$ cat config.mk
export PLATFORM = sky130hd
export DESIGN_NAME = stop_bar_sequencer
export DESIGN_NICKNAME = d
export VERILOG_FILES = /design/src/seq_timer.v /design/src/stop_bar_sequencer.v
export VERILOG_INCLUDE_DIRS = /design/src
export SDC_FILE = /design/constraint.sdc
export NUM_CORES = 1
export LEC_CHECK = 0
export ABC_AREA = 1
export BUFFER_PORTS_ARGS = -buffer_cell sky130_fd_sc_hd__buf_4
export CAP_MARGIN = 20
export CORE_UTILIZATION = 25
export CTS_BUF_LIST = sky130_fd_sc_hd__clkbuf_8
export DETAILED_ROUTE_END_ITERATION = 6
export MAX_ROUTING_LAYER = met4
export PLACE_DENSITY = 0.51
export SETUP_SLACK_MARGIN = 0.15
export SLEW_MARGIN = 20
export SYNTH_ARGS = -nofsm -noshare
export SYNTH_HDL_FRONTEND = slang
export SYNTH_SLANG_ARGS = --single-unit
export TNS_END_PERCENT = 30
$ cat constraint.sdc
create_clock -name clk_sys -period 4.4 [get_ports clk_sys]
set_input_delay 0.88 -clock clk_sys [delete_from_list [all_inputs] [get_ports clk_sys]]
set_output_delay 0.88 -clock clk_sys [all_outputs]
set_load 0.01 [all_outputs]
$ cat src/stop_bar_consts.vh
// Purpose: shared constants of the stop bar sequencer
// Assumes: 250 MHz system clock, 1 ms timer tick
// Notes:   register offsets are byte addresses on AXI4-Lite
`ifndef STOP_BAR_CONSTS_VH
`define STOP_BAR_CONSTS_VH

// timing
`define CLK_PERIOD_NS    4
`define TICK_PERIOD_NS   1000000
`define TICK_PER_S       1000
`define BACKUP1_S        45
`define BACKUP2_S        120
`define AUTO_OFF_S       600
`define FLASH_HALF_MS    20'h003C7
`define TMR_W            20

// register map
`define REG_CTRL         4'h0
`define REG_SERVICE      4'h4
`define REG_STATUS       4'h8
`define REG_MONITOR      4'hC

// control fields
`define CTRL_SYS_ON      0
`define CTRL_VIS_LO      1
`define CTRL_VIS_HI      2
`define CTRL_AUTO_OFF    3
`define CTRL_COMBINED    4
`define CTRL_INT_LO      8
`define CTRL_INT_HI      9
`define CTRL_RESET       10'h000
`define SERVICE_BIT      0

// visibility mode encodings
`define VIS_ABOVE        2'h0
`define VIS_AT           2'h1
`define VIS_BELOW        2'h2

// fixtures
`define LAMPS            8
`define FAIL_CNT_W       4

// axi responses
`define RESP_OKAY        2'h0
`define RESP_SLVERR      2'h2

`endif

$ cat src/seq_timer.v
// Purpose: restartable tick counter used for backup, shutoff and flash timing
// Assumes: tick is a one-cycle pulse
// Notes:   done pulses for one cycle when LIMIT ticks have passed
`timescale 1ns/1ps
`default_nettype none

module seq_timer #(
    parameter [19:0] LIMIT = 20'h00001
) (
    input  wire       clk_sys,   // system clock
    input  wire       rst_n,     // synchronous reset, active low
    input  wire       tick,      // timebase pulse
    input  wire       start,     // (re)start from zero
    input  wire       cancel,    // stop without done
    output reg        running,   // counting
    output reg        done       // expiry pulse
);

    reg [19:0] cnt_ff;

    always @(posedge clk_sys) begin
        if (!rst_n) begin
            cnt_ff  <= 20'h00000;
            running <= 1'b0;
            done    <= 1'b0;
        end else begin
            done <= 1'b0;
            if (start) begin
                cnt_ff  <= 20'h00000;
                running <= 1'b1;
            end else if (cancel) begin
                running <= 1'b0;
            end else if (running && tick) begin
                if (cnt_ff == LIMIT - 20'h00001) begin
                    running <= 1'b0;
                    done    <= 1'b1;
                end else begin
                    cnt_ff <= cnt_ff + 20'h00001;
                end
            end
        end
    end

endmodule // seq_timer

`default_nettype wire

$ cat src/stop_bar_sequencer.v
// Purpose: controlled stop bar and lead-on sequencer with failure modes
// Assumes: lamp health and controller faults arrive as synchronous levels
// Notes:   registers over AXI4-Lite; timers run from a 1 ms tick
//
// Summary of operation
// - system on lights all stop bars together at one common intensity.
// - button press starts both timers, bar off, both lead-on segments on.
// - first backup timer runs 45 s standing in for sensor 1.
// - second backup timer runs 2 min standing in for sensor 2.
// - timer expiry acts exactly as detection by its sensor.
// - sensor 1 relights the bar and turns segment 1 off.
// - sensor 2 turns segment 2 off.
// - sensor 2 during timer 1 turns both segments off, bar on.
// - press with override held ignores both sensors that sequence.
// - override sequence returns to initial state only at timer 2 expiry.
// - one failed lamp leaves all other lamps working normally.
// - failed local controller forces its lamps off.
// - control failure at or below threshold: bar fails on, failed lamps off.
// - control failure above threshold: bar and all lamps fail off.
// - optional ten minute timer switches a failed bar off.
// - failed bar indication holds until returned to service.
// - bar off and lead-on on within two seconds of press.
// - monitored light state reported within five seconds of press.
// - monitor reports failed lamp count and neighbour failures.
// - combined fixture: yellow at or above threshold, red at or below.
// - combined comm failure: below red on yellow off, else yellow pulses.
// - combined controller fault forces red and yellow off.
// - yellow pulses even/odd alternately, half cycle each, 30-32 per minute.
`timescale 1ns/1ps
`default_nettype none
`include "stop_bar_consts.vh"

module stop_bar_sequencer #(
    parameter [19:0] TICK_CYCLES = `TICK_PERIOD_NS / `CLK_PERIOD_NS,
    parameter [19:0] T1_TICKS    = `BACKUP1_S * `TICK_PER_S,
    parameter [19:0] T2_TICKS    = `BACKUP2_S * `TICK_PER_S,
    parameter [19:0] OFF_TICKS   = `AUTO_OFF_S * `TICK_PER_S
) (
    input  wire                 clk_sys,            // system clock
    input  wire                 rst_n,              // synchronous reset, active low
    input  wire                 stop_btn,           // stop bar button
    input  wire                 override_btn,       // sensor override button
    input  wire                 sensor1,            // vehicle sensor 1
    input  wire                 sensor2,            // vehicle sensor 2
    input  wire                 comm_fail,          // control/communication failure
    input  wire [`LAMPS-1:0]    lamp_ok,            // per-lamp health
    input  wire [1:0]           ctrl_fault,         // local controller fault, even/odd
    output reg  [`LAMPS-1:0]    stop_lamp_on,       // red stop bar lamps
    output reg  [`LAMPS-1:0]    yellow_lamp_on,     // combined fixture yellow lamps
    output reg                  seg1_on,            // lead-on segment 1
    output reg                  seg2_on,            // lead-on segment 2
    output reg                  uncontrolled_on,    // uncontrolled stop bars
    output reg  [1:0]           intensity,          // common intensity step
    output reg                  failed_ind,         // failed stop bar indication
    input  wire [31:0]          s_axi_awaddr,       // write address
    input  wire                 s_axi_awvalid,      // write address valid
    output wire                 s_axi_awready,      // write address ready
    input  wire [31:0]          s_axi_wdata,        // write data
    input  wire [3:0]           s_axi_wstrb,        // write strobes
    input  wire                 s_axi_wvalid,       // write data valid
    output wire                 s_axi_wready,       // write data ready
    output reg  [1:0]           s_axi_bresp,        // write response
    output reg                  s_axi_bvalid,       // write response valid
    input  wire                 s_axi_bready,       // write response ready
    input  wire [31:0]          s_axi_araddr,       // read address
    input  wire                 s_axi_arvalid,      // read address valid
    output wire                 s_axi_arready,      // read address ready
    output reg  [31:0]          s_axi_rdata,        // read data
    output reg  [1:0]           s_axi_rresp,        // read response
    output reg                  s_axi_rvalid,       // read valid
    input  wire                 s_axi_rready        // read ready
);

    localparam [3:0] ST_IDLE  = 4'h1;
    localparam [3:0] ST_CLEAR = 4'h2;
    localparam [3:0] ST_SEG2  = 4'h4;
    localparam [3:0] ST_OVR   = 4'h8;

    ////////////////////////////////////////////////////////////////////////////
    // input synchronisers and edge detect
    reg  [3:0]  sync1_ff;
    reg  [3:0]  sync2_ff;
    reg  [3:0]  prev_ff;
    wire [3:0]  rise;
    wire        press;
    wire        det1;
    wire        det2;
    wire        ovr_held;

    always @(posedge clk_sys) begin
        if (!rst_n) begin
            sync1_ff <= 4'h0;
            sync2_ff <= 4'h0;
            prev_ff  <= 4'h0;
        end else begin
            sync1_ff <= {sensor2, sensor1, override_btn, stop_btn};
            sync2_ff <= sync1_ff;
            prev_ff  <= sync2_ff;
        end
    end
    assign rise     = sync2_ff & ~prev_ff;
    assign press    = rise[0];
    assign ovr_held = sync2_ff[1];
    assign det1     = rise[2];
    assign det2     = rise[3];

    ////////////////////////////////////////////////////////////////////////////
    // timebase
    reg  [19:0] tick_cnt_ff;
    reg         tick_ff;

    always @(posedge clk_sys) begin
        if (!rst_n) begin
            tick_cnt_ff <= 20'h00000;
            tick_ff     <= 1'b0;
        end else if (tick_cnt_ff == TICK_CYCLES - 20'h00001) begin
            tick_cnt_ff <= 20'h00000;
            tick_ff     <= 1'b1;
        end else begin
            tick_cnt_ff <= tick_cnt_ff + 20'h00001;
            tick_ff     <= 1'b0;
        end
    end

    ////////////////////////////////////////////////////////////////////////////
    // registers
    reg  [9:0]  ctrl_ff;
    wire        sys_on    = ctrl_ff[`CTRL_SYS_ON];
    wire [1:0]  vis_mode  = ctrl_ff[`CTRL_VIS_HI:`CTRL_VIS_LO];
    wire        auto_off  = ctrl_ff[`CTRL_AUTO_OFF];
    wire        combined  = ctrl_ff[`CTRL_COMBINED];
    wire        vis_above = (vis_mode == `VIS_ABOVE);
    wire        vis_below = (vis_mode == `VIS_BELOW);

    ////////////////////////////////////////////////////////////////////////////
    // sequencer
    reg  [3:0]  state_ff;
    reg  [3:0]  nxt_state;
    wire        t1_run;
    wire        t1_done;
    wire        t2_run;
    wire        t2_done;
    wire        seq_start = press && (state_ff == ST_IDLE) && sys_on && !comm_fail;
    wire        seq_end   = (nxt_state == ST_IDLE) && (state_ff != ST_IDLE);

    seq_timer #(.LIMIT(T1_TICKS)) u_t1 (
        .clk_sys (clk_sys),
        .rst_n   (rst_n),
        .tick    (tick_ff),
        .start   (seq_start),
        .cancel  (seq_end),
        .running (t1_run),
        .done    (t1_done)
    );

    seq_timer #(.LIMIT(T2_TICKS)) u_t2 (
        .clk_sys (clk_sys),
        .rst_n   (rst_n),
        .tick    (tick_ff),
        .start   (seq_start),
        .cancel  (seq_end),
        .running (t2_run),
        .done    (t2_done)
    );

    always @* begin
        nxt_state = state_ff;
        case (state_ff)
            ST_IDLE: begin
                if (seq_start) begin
                    nxt_state = ovr_held ? ST_OVR : ST_CLEAR;
                end
            end
            ST_CLEAR: begin
                // sensor 2 before timer 1 ends
                if (det2 || t2_done) begin
                    nxt_state = ST_IDLE;
                end else if (det1 || t1_done) begin
                    nxt_state = ST_SEG2;
                end
            end
            ST_SEG2: begin
                if (det2 || t2_done) begin
                    nxt_state = ST_IDLE;
                end
            end
            ST_OVR: begin
                if (t2_done) begin
                    nxt_state = ST_IDLE;
                end
            end
            default: nxt_state = ST_IDLE;
        endcase
        if (!sys_on || comm_fail) begin
            nxt_state = ST_IDLE;
        end
    end

    always @(posedge clk_sys) begin
        if (!rst_n) begin
            state_ff <= ST_IDLE;
        end else begin
            state_ff <= nxt_state;
        end
    end

    ////////////////////////////////////////////////////////////////////////////
    // failure handling
    reg         fail_prev_ff;
    reg         off_done_ff;
    wire        off_run;
    wire        off_done;
    wire        fail_rise = comm_fail && !fail_prev_ff;
    wire        svc_write;

    seq_timer #(.LIMIT(OFF_TICKS)) u_off (
        .clk_sys (clk_sys),
        .rst_n   (rst_n),
        .tick    (tick_ff),
        .start   (fail_rise && auto_off),
        .cancel  (!comm_fail || !auto_off),
        .running (off_run),
        .done    (off_done)
    );

    always @(posedge clk_sys) begin
        if (!rst_n) begin
            fail_prev_ff <= 1'b0;
            off_done_ff  <= 1'b0;
            failed_ind   <= 1'b0;
        end else begin
            fail_prev_ff <= comm_fail;
            if (off_done) begin
                off_done_ff <= 1'b1;
            end else if (!comm_fail) begin
                off_done_ff <= 1'b0;
            end
            // hold until return to service, set wins
            if (comm_fail) begin
                failed_ind <= 1'b1;
            end else if (svc_write) begin
                failed_ind <= 1'b0;
            end
        end
    end

    ////////////////////////////////////////////////////////////////////////////
    // flash phase
    reg         phase_ff;
    wire        flash_done;

    seq_timer #(.LIMIT(`FLASH_HALF_MS)) u_flash (
        .clk_sys (clk_sys),
        .rst_n   (rst_n),
        .tick    (tick_ff),
        .start   (flash_done || !sys_on),
        .cancel  (1'b0),
        .running (),
        .done    (flash_done)
    );

    always @(posedge clk_sys) begin
        if (!rst_n) begin
            phase_ff <= 1'b0;
        end else if (flash_done) begin
            phase_ff <= ~phase_ff;
        end
    end

    ////////////////////////////////////////////////////////////////////////////
    // lamp drive; outputs registered so they land one cycle after the event
    reg         bar_cmd;
    reg         yel_cmd;
    reg  [`LAMPS-1:0] nxt_stop;
    reg  [`LAMPS-1:0] nxt_yel;
    integer     i;

    always @* begin
        bar_cmd = 1'b0;
        yel_cmd = 1'b0;
        if (comm_fail) begin
            // fail on at or below threshold; combined fixture red fails on only below
            bar_cmd = combined ? vis_below : !vis_above;
            yel_cmd = combined && !vis_below;
            if (off_done_ff) begin
                bar_cmd = 1'b0;
            end
        end else if (sys_on) begin
            bar_cmd = (state_ff == ST_IDLE) || (state_ff == ST_SEG2);
            if (combined && vis_above) begin
                bar_cmd = 1'b0;
            end
            yel_cmd = combined && !vis_below;
        end
        for (i = 0; i < `LAMPS; i = i + 1) begin
            // controller fault forces its lamps off
            // both colours off on controller fault
            nxt_stop[i] = bar_cmd && lamp_ok[i] && !ctrl_fault[i % 2];
            nxt_yel[i]  = yel_cmd && lamp_ok[i] && !ctrl_fault[i % 2]
                          && (phase_ff == (i % 2 == 1));
        end
    end

    // lights follow the press within a few cycles
    always @(posedge clk_sys) begin
        if (!rst_n) begin
            stop_lamp_on    <= {`LAMPS{1'b0}};
            yellow_lamp_on  <= {`LAMPS{1'b0}};
            seg1_on         <= 1'b0;
            seg2_on         <= 1'b0;
            uncontrolled_on <= 1'b0;
            intensity       <= 2'h0;
        end else begin
            stop_lamp_on    <= nxt_stop;
            yellow_lamp_on  <= nxt_yel;
            seg1_on         <= !comm_fail && ((state_ff == ST_CLEAR) || (state_ff == ST_OVR));
            seg2_on         <= !comm_fail && (state_ff != ST_IDLE);
            uncontrolled_on <= comm_fail ? bar_cmd : sys_on;
            intensity       <= ctrl_ff[`CTRL_INT_HI:`CTRL_INT_LO];
        end
    end

    ////////////////////////////////////////////////////////////////////////////
    // monitor
    reg  [`FAIL_CNT_W-1:0] fail_cnt;
    reg                    adjacent;
    integer                k;

    always @* begin
        fail_cnt = {`FAIL_CNT_W{1'b0}};
        adjacent = 1'b0;
        for (k = 0; k < `LAMPS; k = k + 1) begin
            fail_cnt = fail_cnt + {{(`FAIL_CNT_W-1){1'b0}}, !lamp_ok[k]};
            if (k > 0 && !lamp_ok[k] && !lamp_ok[k-1]) begin
                adjacent = 1'b1;
            end
        end
    end

    ////////////////////////////////////////////////////////////////////////////
    // axi4-lite slave
    reg         aw_ok_ff;
    reg  [3:0]  aw_addr_ff;
    reg         aw_map_ff;
    reg         w_ok_ff;
    reg  [31:0] w_data_ff;
    reg  [3:0]  w_strb_ff;
    wire        wr_go = aw_ok_ff && w_ok_ff && !s_axi_bvalid;
    wire [3:0]  ar_low = s_axi_araddr[3:0];
    wire        ar_map = (s_axi_araddr[31:4] == 28'h0000000) && (ar_low[1:0] == 2'h0);

    assign s_axi_awready = !aw_ok_ff;
    assign s_axi_wready  = !w_ok_ff;
    assign s_axi_arready = !s_axi_rvalid;
    assign svc_write     = wr_go && aw_map_ff && (aw_addr_ff == `REG_SERVICE)
                           && w_strb_ff[0] && w_data_ff[`SERVICE_BIT];

    always @(posedge clk_sys) begin
        if (!rst_n) begin
            aw_ok_ff     <= 1'b0;
            aw_addr_ff   <= 4'h0;
            aw_map_ff    <= 1'b0;
            w_ok_ff      <= 1'b0;
            w_data_ff    <= 32'h00000000;
            w_strb_ff    <= 4'h0;
            s_axi_bvalid <= 1'b0;
            s_axi_bresp  <= `RESP_OKAY;
            ctrl_ff      <= `CTRL_RESET;
        end else begin
            if (s_axi_awvalid && !aw_ok_ff) begin
                aw_ok_ff   <= 1'b1;
                aw_addr_ff <= s_axi_awaddr[3:0];
                aw_map_ff  <= (s_axi_awaddr[31:4] == 28'h0000000)
                              && (s_axi_awaddr[1:0] == 2'h0);
            end
            if (s_axi_wvalid && !w_ok_ff) begin
                w_ok_ff   <= 1'b1;
                w_data_ff <= s_axi_wdata;
                w_strb_ff <= s_axi_wstrb;
            end
            if (wr_go) begin
                aw_ok_ff     <= 1'b0;
                w_ok_ff      <= 1'b0;
                s_axi_bvalid <= 1'b1;
                s_axi_bresp  <= aw_map_ff ? `RESP_OKAY : `RESP_SLVERR;
                if (aw_map_ff && aw_addr_ff == `REG_CTRL) begin
                    if (w_strb_ff[0]) begin
                        ctrl_ff[7:0] <= w_data_ff[7:0];
                    end
                    if (w_strb_ff[1]) begin
                        ctrl_ff[9:8] <= w_data_ff[9:8];
                    end
                end
            end else if (s_axi_bvalid && s_axi_bready) begin
                s_axi_bvalid <= 1'b0;
            end
        end
    end

    // live monitored state readable at any time
    always @(posedge clk_sys) begin
        if (!rst_n) begin
            s_axi_rvalid <= 1'b0;
            s_axi_rdata  <= 32'h00000000;
            s_axi_rresp  <= `RESP_OKAY;
        end else if (s_axi_arvalid && !s_axi_rvalid) begin
            s_axi_rvalid <= 1'b1;
            s_axi_rresp  <= ar_map ? `RESP_OKAY : `RESP_SLVERR;
            s_axi_rdata  <= 32'h00000000;
            if (ar_map) begin
                case (ar_low)
                    `REG_CTRL:    s_axi_rdata <= {22'h000000, ctrl_ff};
                    `REG_STATUS:  s_axi_rdata <= {16'h0000, stop_lamp_on,
                                                  state_ff, off_run, failed_ind,
                                                  seg2_on, seg1_on};
                    `REG_MONITOR: s_axi_rdata <= {16'h0000, lamp_ok, 2'h0,
                                                  t2_run, t1_run, adjacent,
                                                  fail_cnt[2:0]};
                    default:      s_axi_rdata <= 32'h00000000;
                endcase
            end
        end else if (s_axi_rvalid && s_axi_rready) begin
            s_axi_rvalid <= 1'b0;
        end
    end

endmodule // stop_bar_sequencer

`default_nettype wire

==> results of run 1 <==
[through the flow]
stage / instance area (um2) / cells / power [mW] / utilization / hold slack (ns)
6_report: 11800 / 2104 / 3.24 / 0.302 / 0.418
5_1_grt: 11800 / 2103 / 3.39 / 0.302 / 0.445
4_1_cts: 11800 / 2103 / 3.30 / 0.302 / 0.423
3_5_place_dp: 11400 / 2071 / 2.09 / 0.293 / 0.407
3_3_place_gp: 11400 / 2071 / 2.09 / 0.293 / 0.411
2_1_floorplan: 10000 / 1467 / 1.99 / - / 0.390
[path summary, 6_finish.rpt]
check	startpoint	end	slack (ns)	cells after the start
max	lamp_ok[0]	s_axi_rdata[2]$_SDFFE_PN0P_	1.15	11
min reg2reg	sync1_ff[2]$_SDFF_PN0_	sync2_ff[2]$_SDFF_PN0_	0.42	2
min	sync1_ff[2]$_SDFF_PN0_	sync2_ff[2]$_SDFF_PN0_	0.42	2
max reg2reg	u_off.cnt_ff[0]$_SDFFE_PP0P_	u_off.cnt_ff[6]$_SDFFE_PP0P_	1.52	9
[layer usage]
metal	GRT usage	up-vias	routed length, um
met2	0.207	214	11400
met3	0.0266	16	1330
li1	-	4884	-
met4	0.0317	0	253
met5	-	-	0
met1	0.181	4176	13400
[flip-flops by register name, indices dropped and copies added, names as in the netlist, 2 cells and up]
| signal | count |
|---|---|
| u_flash.cnt_ff | 20 |
| u_t2.cnt_ff | 20 |
| yellow_lamp_on | 8 |
| u_off.cnt_ff | 20 |
| w_strb_ff | 2 |
| w_data_ff | 10 |
| u_t1.cnt_ff | 20 |
| ctrl_ff | 10 |
| sync1_ff | 4 |
| intensity | 2 |
| state_ff | 4 |
| s_axi_rdata | 16 |
| stop_lamp_on | 8 |
| prev_ff | 3 |
| aw_addr_ff | 4 |
| sync2_ff | 4 |
| tick_cnt_ff | 20 |
[power by group through the flow]
| stage | logic (mW) | registers [mW] | clock network (mW) |
|---|---|---|---|
| after global placement | 0.224 | 1.87 | 0 |
| after detailed placement | 0.225 | 1.87 | 0 |
| after floorplan | 0.122 | 1.87 | 0 |
| after global routing | 0.253 | 1.83 | 1.31 |
| after CTS | 0.227 | 1.83 | 1.24 |
| final | 0.223 | 1.83 | 1.19 |
[cell usage after synthesis (3+ instances only)]
cell type	n	area, um2
nor2_2	4	25.0
inv_1	144	541
a21oi_1	127	636
nor2_1	185	694
xor2_1	46	403
clkbuf_1	23	86.3
nand3b_1	3	22.5
nand2_1	359	1350
buf_4	23	173
xnor2_1	21	184
fa_1	4	80.1
nor3b_1	6	45.0
nand4_1	27	169
nor4_1	14	87.6
nor3_1	39	195
o21ai_0	46	230
o221ai_1	3	26.3
dfxtp_1	198	3960
o211ai_1	7	52.6
or2_2	8	50.1
nand3_1	121	606
ha_1	9	113
buf_2	10	50.1
clkinv_1	3	11.3
buf_6	5	56.3
[final cells by class]
type / count / area share
Multi-Input combinational cell: 1059 / 0.435
Clock buffer: 17 / 0.0198
Antenna cell: 1 / 0.000212
Timing Repair Buffer: 148 / 0.0942
Sequential cell: 198 / 0.336
Tap cell: 518 / 0.0549
Inverter: 148 / 0.0471
Clock inverter: 15 / 0.0127
[cell families (layout without fill, tap and decap cells)]
| group | after synthesis | count (layout) | share of synthesized area |
|---|---|---|---|
| other cells | 1 | 19 | 0.000377 |
| xor+xnor | 67 | 67 | 0.0589 |
| compound gates | 189 | 189 | 0.0994 |
| simple gates | 772 | 772 | 0.331 |
| fa+ha+maj | 13 | 13 | 0.0193 |
| buf+inv | 210 | 328 | 0.0929 |
| flops | 198 | 198 | 0.398 |
[worst min-delay path, delay by kind of cell (launching register included)]
kind,cells,cell delay [ns]
buffers and inverters,1,0.03
flip-flops,1,0.31
AND/OR/NAND/NOR,1,0.06
==> flow_metrics.tcl, run 1 <==
set metrics [dict create \
    area_growth_syn_to_layout_pct 18.5 \
    drtIter0Drc 559 \
    wl_per_cell_um 12.5 \
    core_area_mm2 0.0390 \
    cellLeakagePower_nw 4.42 \
    register_area_mm2 0.00396 \
    final_cell_mix "nand2_1, dfxtp_1, nor2_1" \
    cts.sinks 198 \
    avgSynthCellArea_um2 6.87 \
    seqPwrFrac 0.564 \
    end_kind "flip-flop" \
    finalMaxSlewViolations 0 \
    layout.cells.most_common "nand2_1" \
    ios 185 \
    slowest_stage "fa_1" \
    cp.required_ns 4.77 \
    synth.distinct_cells 38 \
    synth-seq-cells 198 \
    hold_class "reg -> reg" \
    path_clk_slew_ns 0.10 \
    finalSetupViolations 0 \
    cts.repair.resized 0 \
    drc 0 \
    hold_viol_final 0 \
    htreeDepth 4 \
    path_buf_inv 2 \
    arrival_ns 3.62 \
    critical_path_class "in -> reg" \
    fmax_mhz 308 \
    startpoint_type "primary input" \
    power.share.clock 0.368 \
    synthCells 1450 \
    relSlewSlack 0.472 \
    nFillCells 4266 \
    combinationalPowerShare 0.069 \
    firstDrtPassIters 5 \
    setup_ws_ns 1.15 \
    switching_share 0.253 \
    grt_max_degree 50 \
    hpwl_um 19600 \
    mappedNetlistArea_mm2 0.00996 \
    holdBufCountCts 0 \
    initial_core_util 0.255 \
    power_density_mw_per_mm2 275 \
    layout-drive-gt1-share 0.124 \
    overflow 0 \
    clock_skew_ns 0.0184 \
    vdd_ir_drop_max_uv 173 \
    crit_top_cell "fa_1" \
    insertion_delay_ns 0.48 \
    grt_use_total 0.135 \
    status "completed" \
    antenna_found_initial 0 \
    clk_path_buf_depth 2 \
    multiInputGateArea_mm2 0.00513 \
    die_area_mm2 0.0406 \
    synth-edff-count 0 \
    period_share 0.739 \
    cts_buffers 17 \
    grt_pass1_wl_um 43400 \
    rsz0062_at_grt "false" \
    dieWidth_um 202 \
    ant_nets 0 \
    critical_path_peak_fanout 2 \
    gp_congestion 0.884 \
    cp_cell_sequence "buf_4 -> fa_1 -> inv_1 -> fa_1 -> fa_1 -> ha_1 -> fa_1 -> xnor2_1 -> o221ai_1 -> nand3_1 -> a21oi_1" \
    p_int_mw 2.42 \
    yosysSeqAreaShare 0.398 \
    grt_pass1_vias 8722 \
    fin_nets 1707 \
    drv_cap 0 \
    via_per_inst 4.42 \
    synthFlopType "dfxtp_1" \
    yosys_warnings 0 \
    cts_setup_buffers 0 \
    tightest_slew_ns 0.790 \
    cts_tree "done" \
    fin_setup_tns_ns 0 \
    fin_crit_ns 3.25 \
    row_count 72 \
    preCtsSetupSlack_ns 0.649 \
    wirelength_um 26400 \
    die_height_um 202 \
    switchingPower_uw 820 \
    worst_path_largest_cell_delay_ns 0.54 \
    vias 9290 \
    async_flop_share 0 \
    port_buffers 142 \
    clockRootBuffer "clkbuf_8" \
    cp_top_family "adder cells" \
]
(Power assumes the default switching activity.)
==> run 2, diff against run 1 <==
clock period = 3.1 ns   (was 4.4 ns; I/O delays follow)
==> run 2 against run 1 <==
  * Setup slack got worse by 1.0 ns
  * Final cell count rose by 0.52%
  * Largest cell class unchanged
  * Critical path depth did not move
  * Die area did not move
  * Via count rose by 0.20%
  * Register-to-register slack got worse by 0.53 ns
==> flow_metrics.tcl, run 2 (synthesis results as in run 1) <==
set metrics [dict create \
    finalSetupViolations 0 \
    firstDrtPassIters 5 \
    die_height_um 202 \
    tightest_slew_ns 0.873 \
    row_count 72 \
    holdBufCountCts 0 \
    clock_skew_ns 0.0156 \
    nFillCells 4266 \
    rsz0062_at_grt "true" \
    ant_nets 0 \
    fin_nets 1718 \
    relSlewSlack 0.417 \
    cts_buffers 17 \
    overflow 0 \
    drtIter0Drc 508 \
    critical_path_class "in -> reg" \
    end_kind "flip-flop" \
    antenna_found_initial 1 \
    layout-drive-gt1-share 0.130 \
    insertion_delay_ns 0.48 \
    die_area_mm2 0.0406 \
    wl_per_cell_um 12.8 \
    final_cell_mix "nand2_1, dfxtp_1, nor2_1" \
    port_buffers 142 \
    fin_crit_ns 2.95 \
    finalMaxSlewViolations 0 \
    dp.cells 2082 \
    power_density_mw_per_mm2 380 \
    utilization 0.304 \
    cellLeakagePower_nw 4.46 \
    cts_setup_buffers 0 \
    drv_cap 0 \
    path_clk_slew_ns 0.09 \
    vias 9309 \
    ios 185 \
    grt_pass1_vias 9009 \
    grt_max_degree 40 \
    gp_congestion 0.914 \
    vdd_ir_drop_max_uv 247 \
    period_share 0.952 \
    via_per_inst 4.40 \
    final_area_mm2 0.0119 \
    fmax_mhz 339 \
    hpwl_um 20300 \
    slowest_stage "fa_1" \
    clockRootBuffer "clkbuf_8" \
    status "completed" \
    wirelength_um 27000 \
    cp_cell_sequence "buf_4 -> fa_1 -> inv_1 -> fa_1 -> fa_1 -> ha_2 -> fa_1 -> xnor2_1 -> o221ai_1 -> nand3_1 -> a21oi_1" \
    dieWidth_um 202 \
    fin_cells 2115 \
    hold_class "in -> reg" \
    layout.cells.most_common "nand2_1" \
    area_growth_syn_to_layout_pct 19.2 \
    critical_path_peak_fanout 2 \
    grt_use_total 0.138 \
    dpl_cell_area_mm2 0.0115 \
    whs_ns 0.328 \
    fin_setup_tns_ns 0 \
    htreeDepth 4 \
    cts_tree "done" \
    clk_path_buf_depth 2 \
    arrival_ns 3.32 \
    cts.sinks 198 \
    grt_pass1_wl_um 44900 \
    drc 0 \
    crit_top_cell "fa_1" \
    initial_core_util 0.255 \
    startpoint_type "primary input" \
    cp.required_ns 3.47 \
    worst_path_largest_cell_delay_ns 0.53 \
    core_area_mm2 0.0390 \
    hold_viol_final 0 \
    cts.repair.resized 0 \
]
## run 2: area by class of cell
cell class	count	area (um2)	share of cell area
Multi-Input combinational cell	1059	5140	0.433
Sequential cell	198	3960	0.334
Timing Repair Buffer	159	1210	0.102
Tap cell	518	648	0.0546
Inverter	148	556	0.0468
Clock buffer	18	248	0.0209
Clock inverter	14	113	0.00948
Antenna cell	1	2.50	0.000211
## run 2: stage by stage
step           power [mW]  setup slack [ns]
6_report             4.51             0.150
4_1_cts              4.59             0.172
5_1_grt              4.73            0.0921
3_5_place_dp         2.98            -0.319
3_3_place_gp         2.98            -0.330
2_1_floorplan        2.82           -0.0539
## run 2: power by group
part           internal (mW)  leakage (nW)  switching [mW]
logic                  0.148          2.67           0.178
clock network          0.651         0.191           0.936
registers               2.58          1.60          0.0179
## run 2: per-layer routing
layer	GRT usage	share of wire
met5	-	0
met4	0.0295	0.0088
met3	0.0283	0.052
met2	0.213	0.43
met1	0.186	0.51
## run 2: worst paths after layout
path / slack [ns] / startpoint / to / cells past startpoint
max reg2reg: 0.99 / u_t1.cnt_ff[1]$_SDFFE_PP0P_ / u_t1.cnt_ff[2]$_SDFFE_PP0P_ / 9
max: 0.15 / lamp_ok[0] / s_axi_rdata[2]$_SDFFE_PN0P_ / 11
min: 0.33 / sensor1 / sync1_ff[2]$_SDFF_PN0_ / 3
min reg2reg: 0.43 / sync1_ff[0]$_SDFF_PN0_ / sync2_ff[0]$_SDFF_PN0_ / 2
## run 2: worst max-delay path, delay by kind of cell
kind | cells | cell delay [ns]
AO/OA/AOI/OAI | 2 | 0.20
AND/OR/NAND/NOR | 1 | 0.12
XOR/XNOR | 1 | 0.18
adder cells (fa/ha/maj) | 5 | 2.03
buffers and inverters | 2 | 0.17
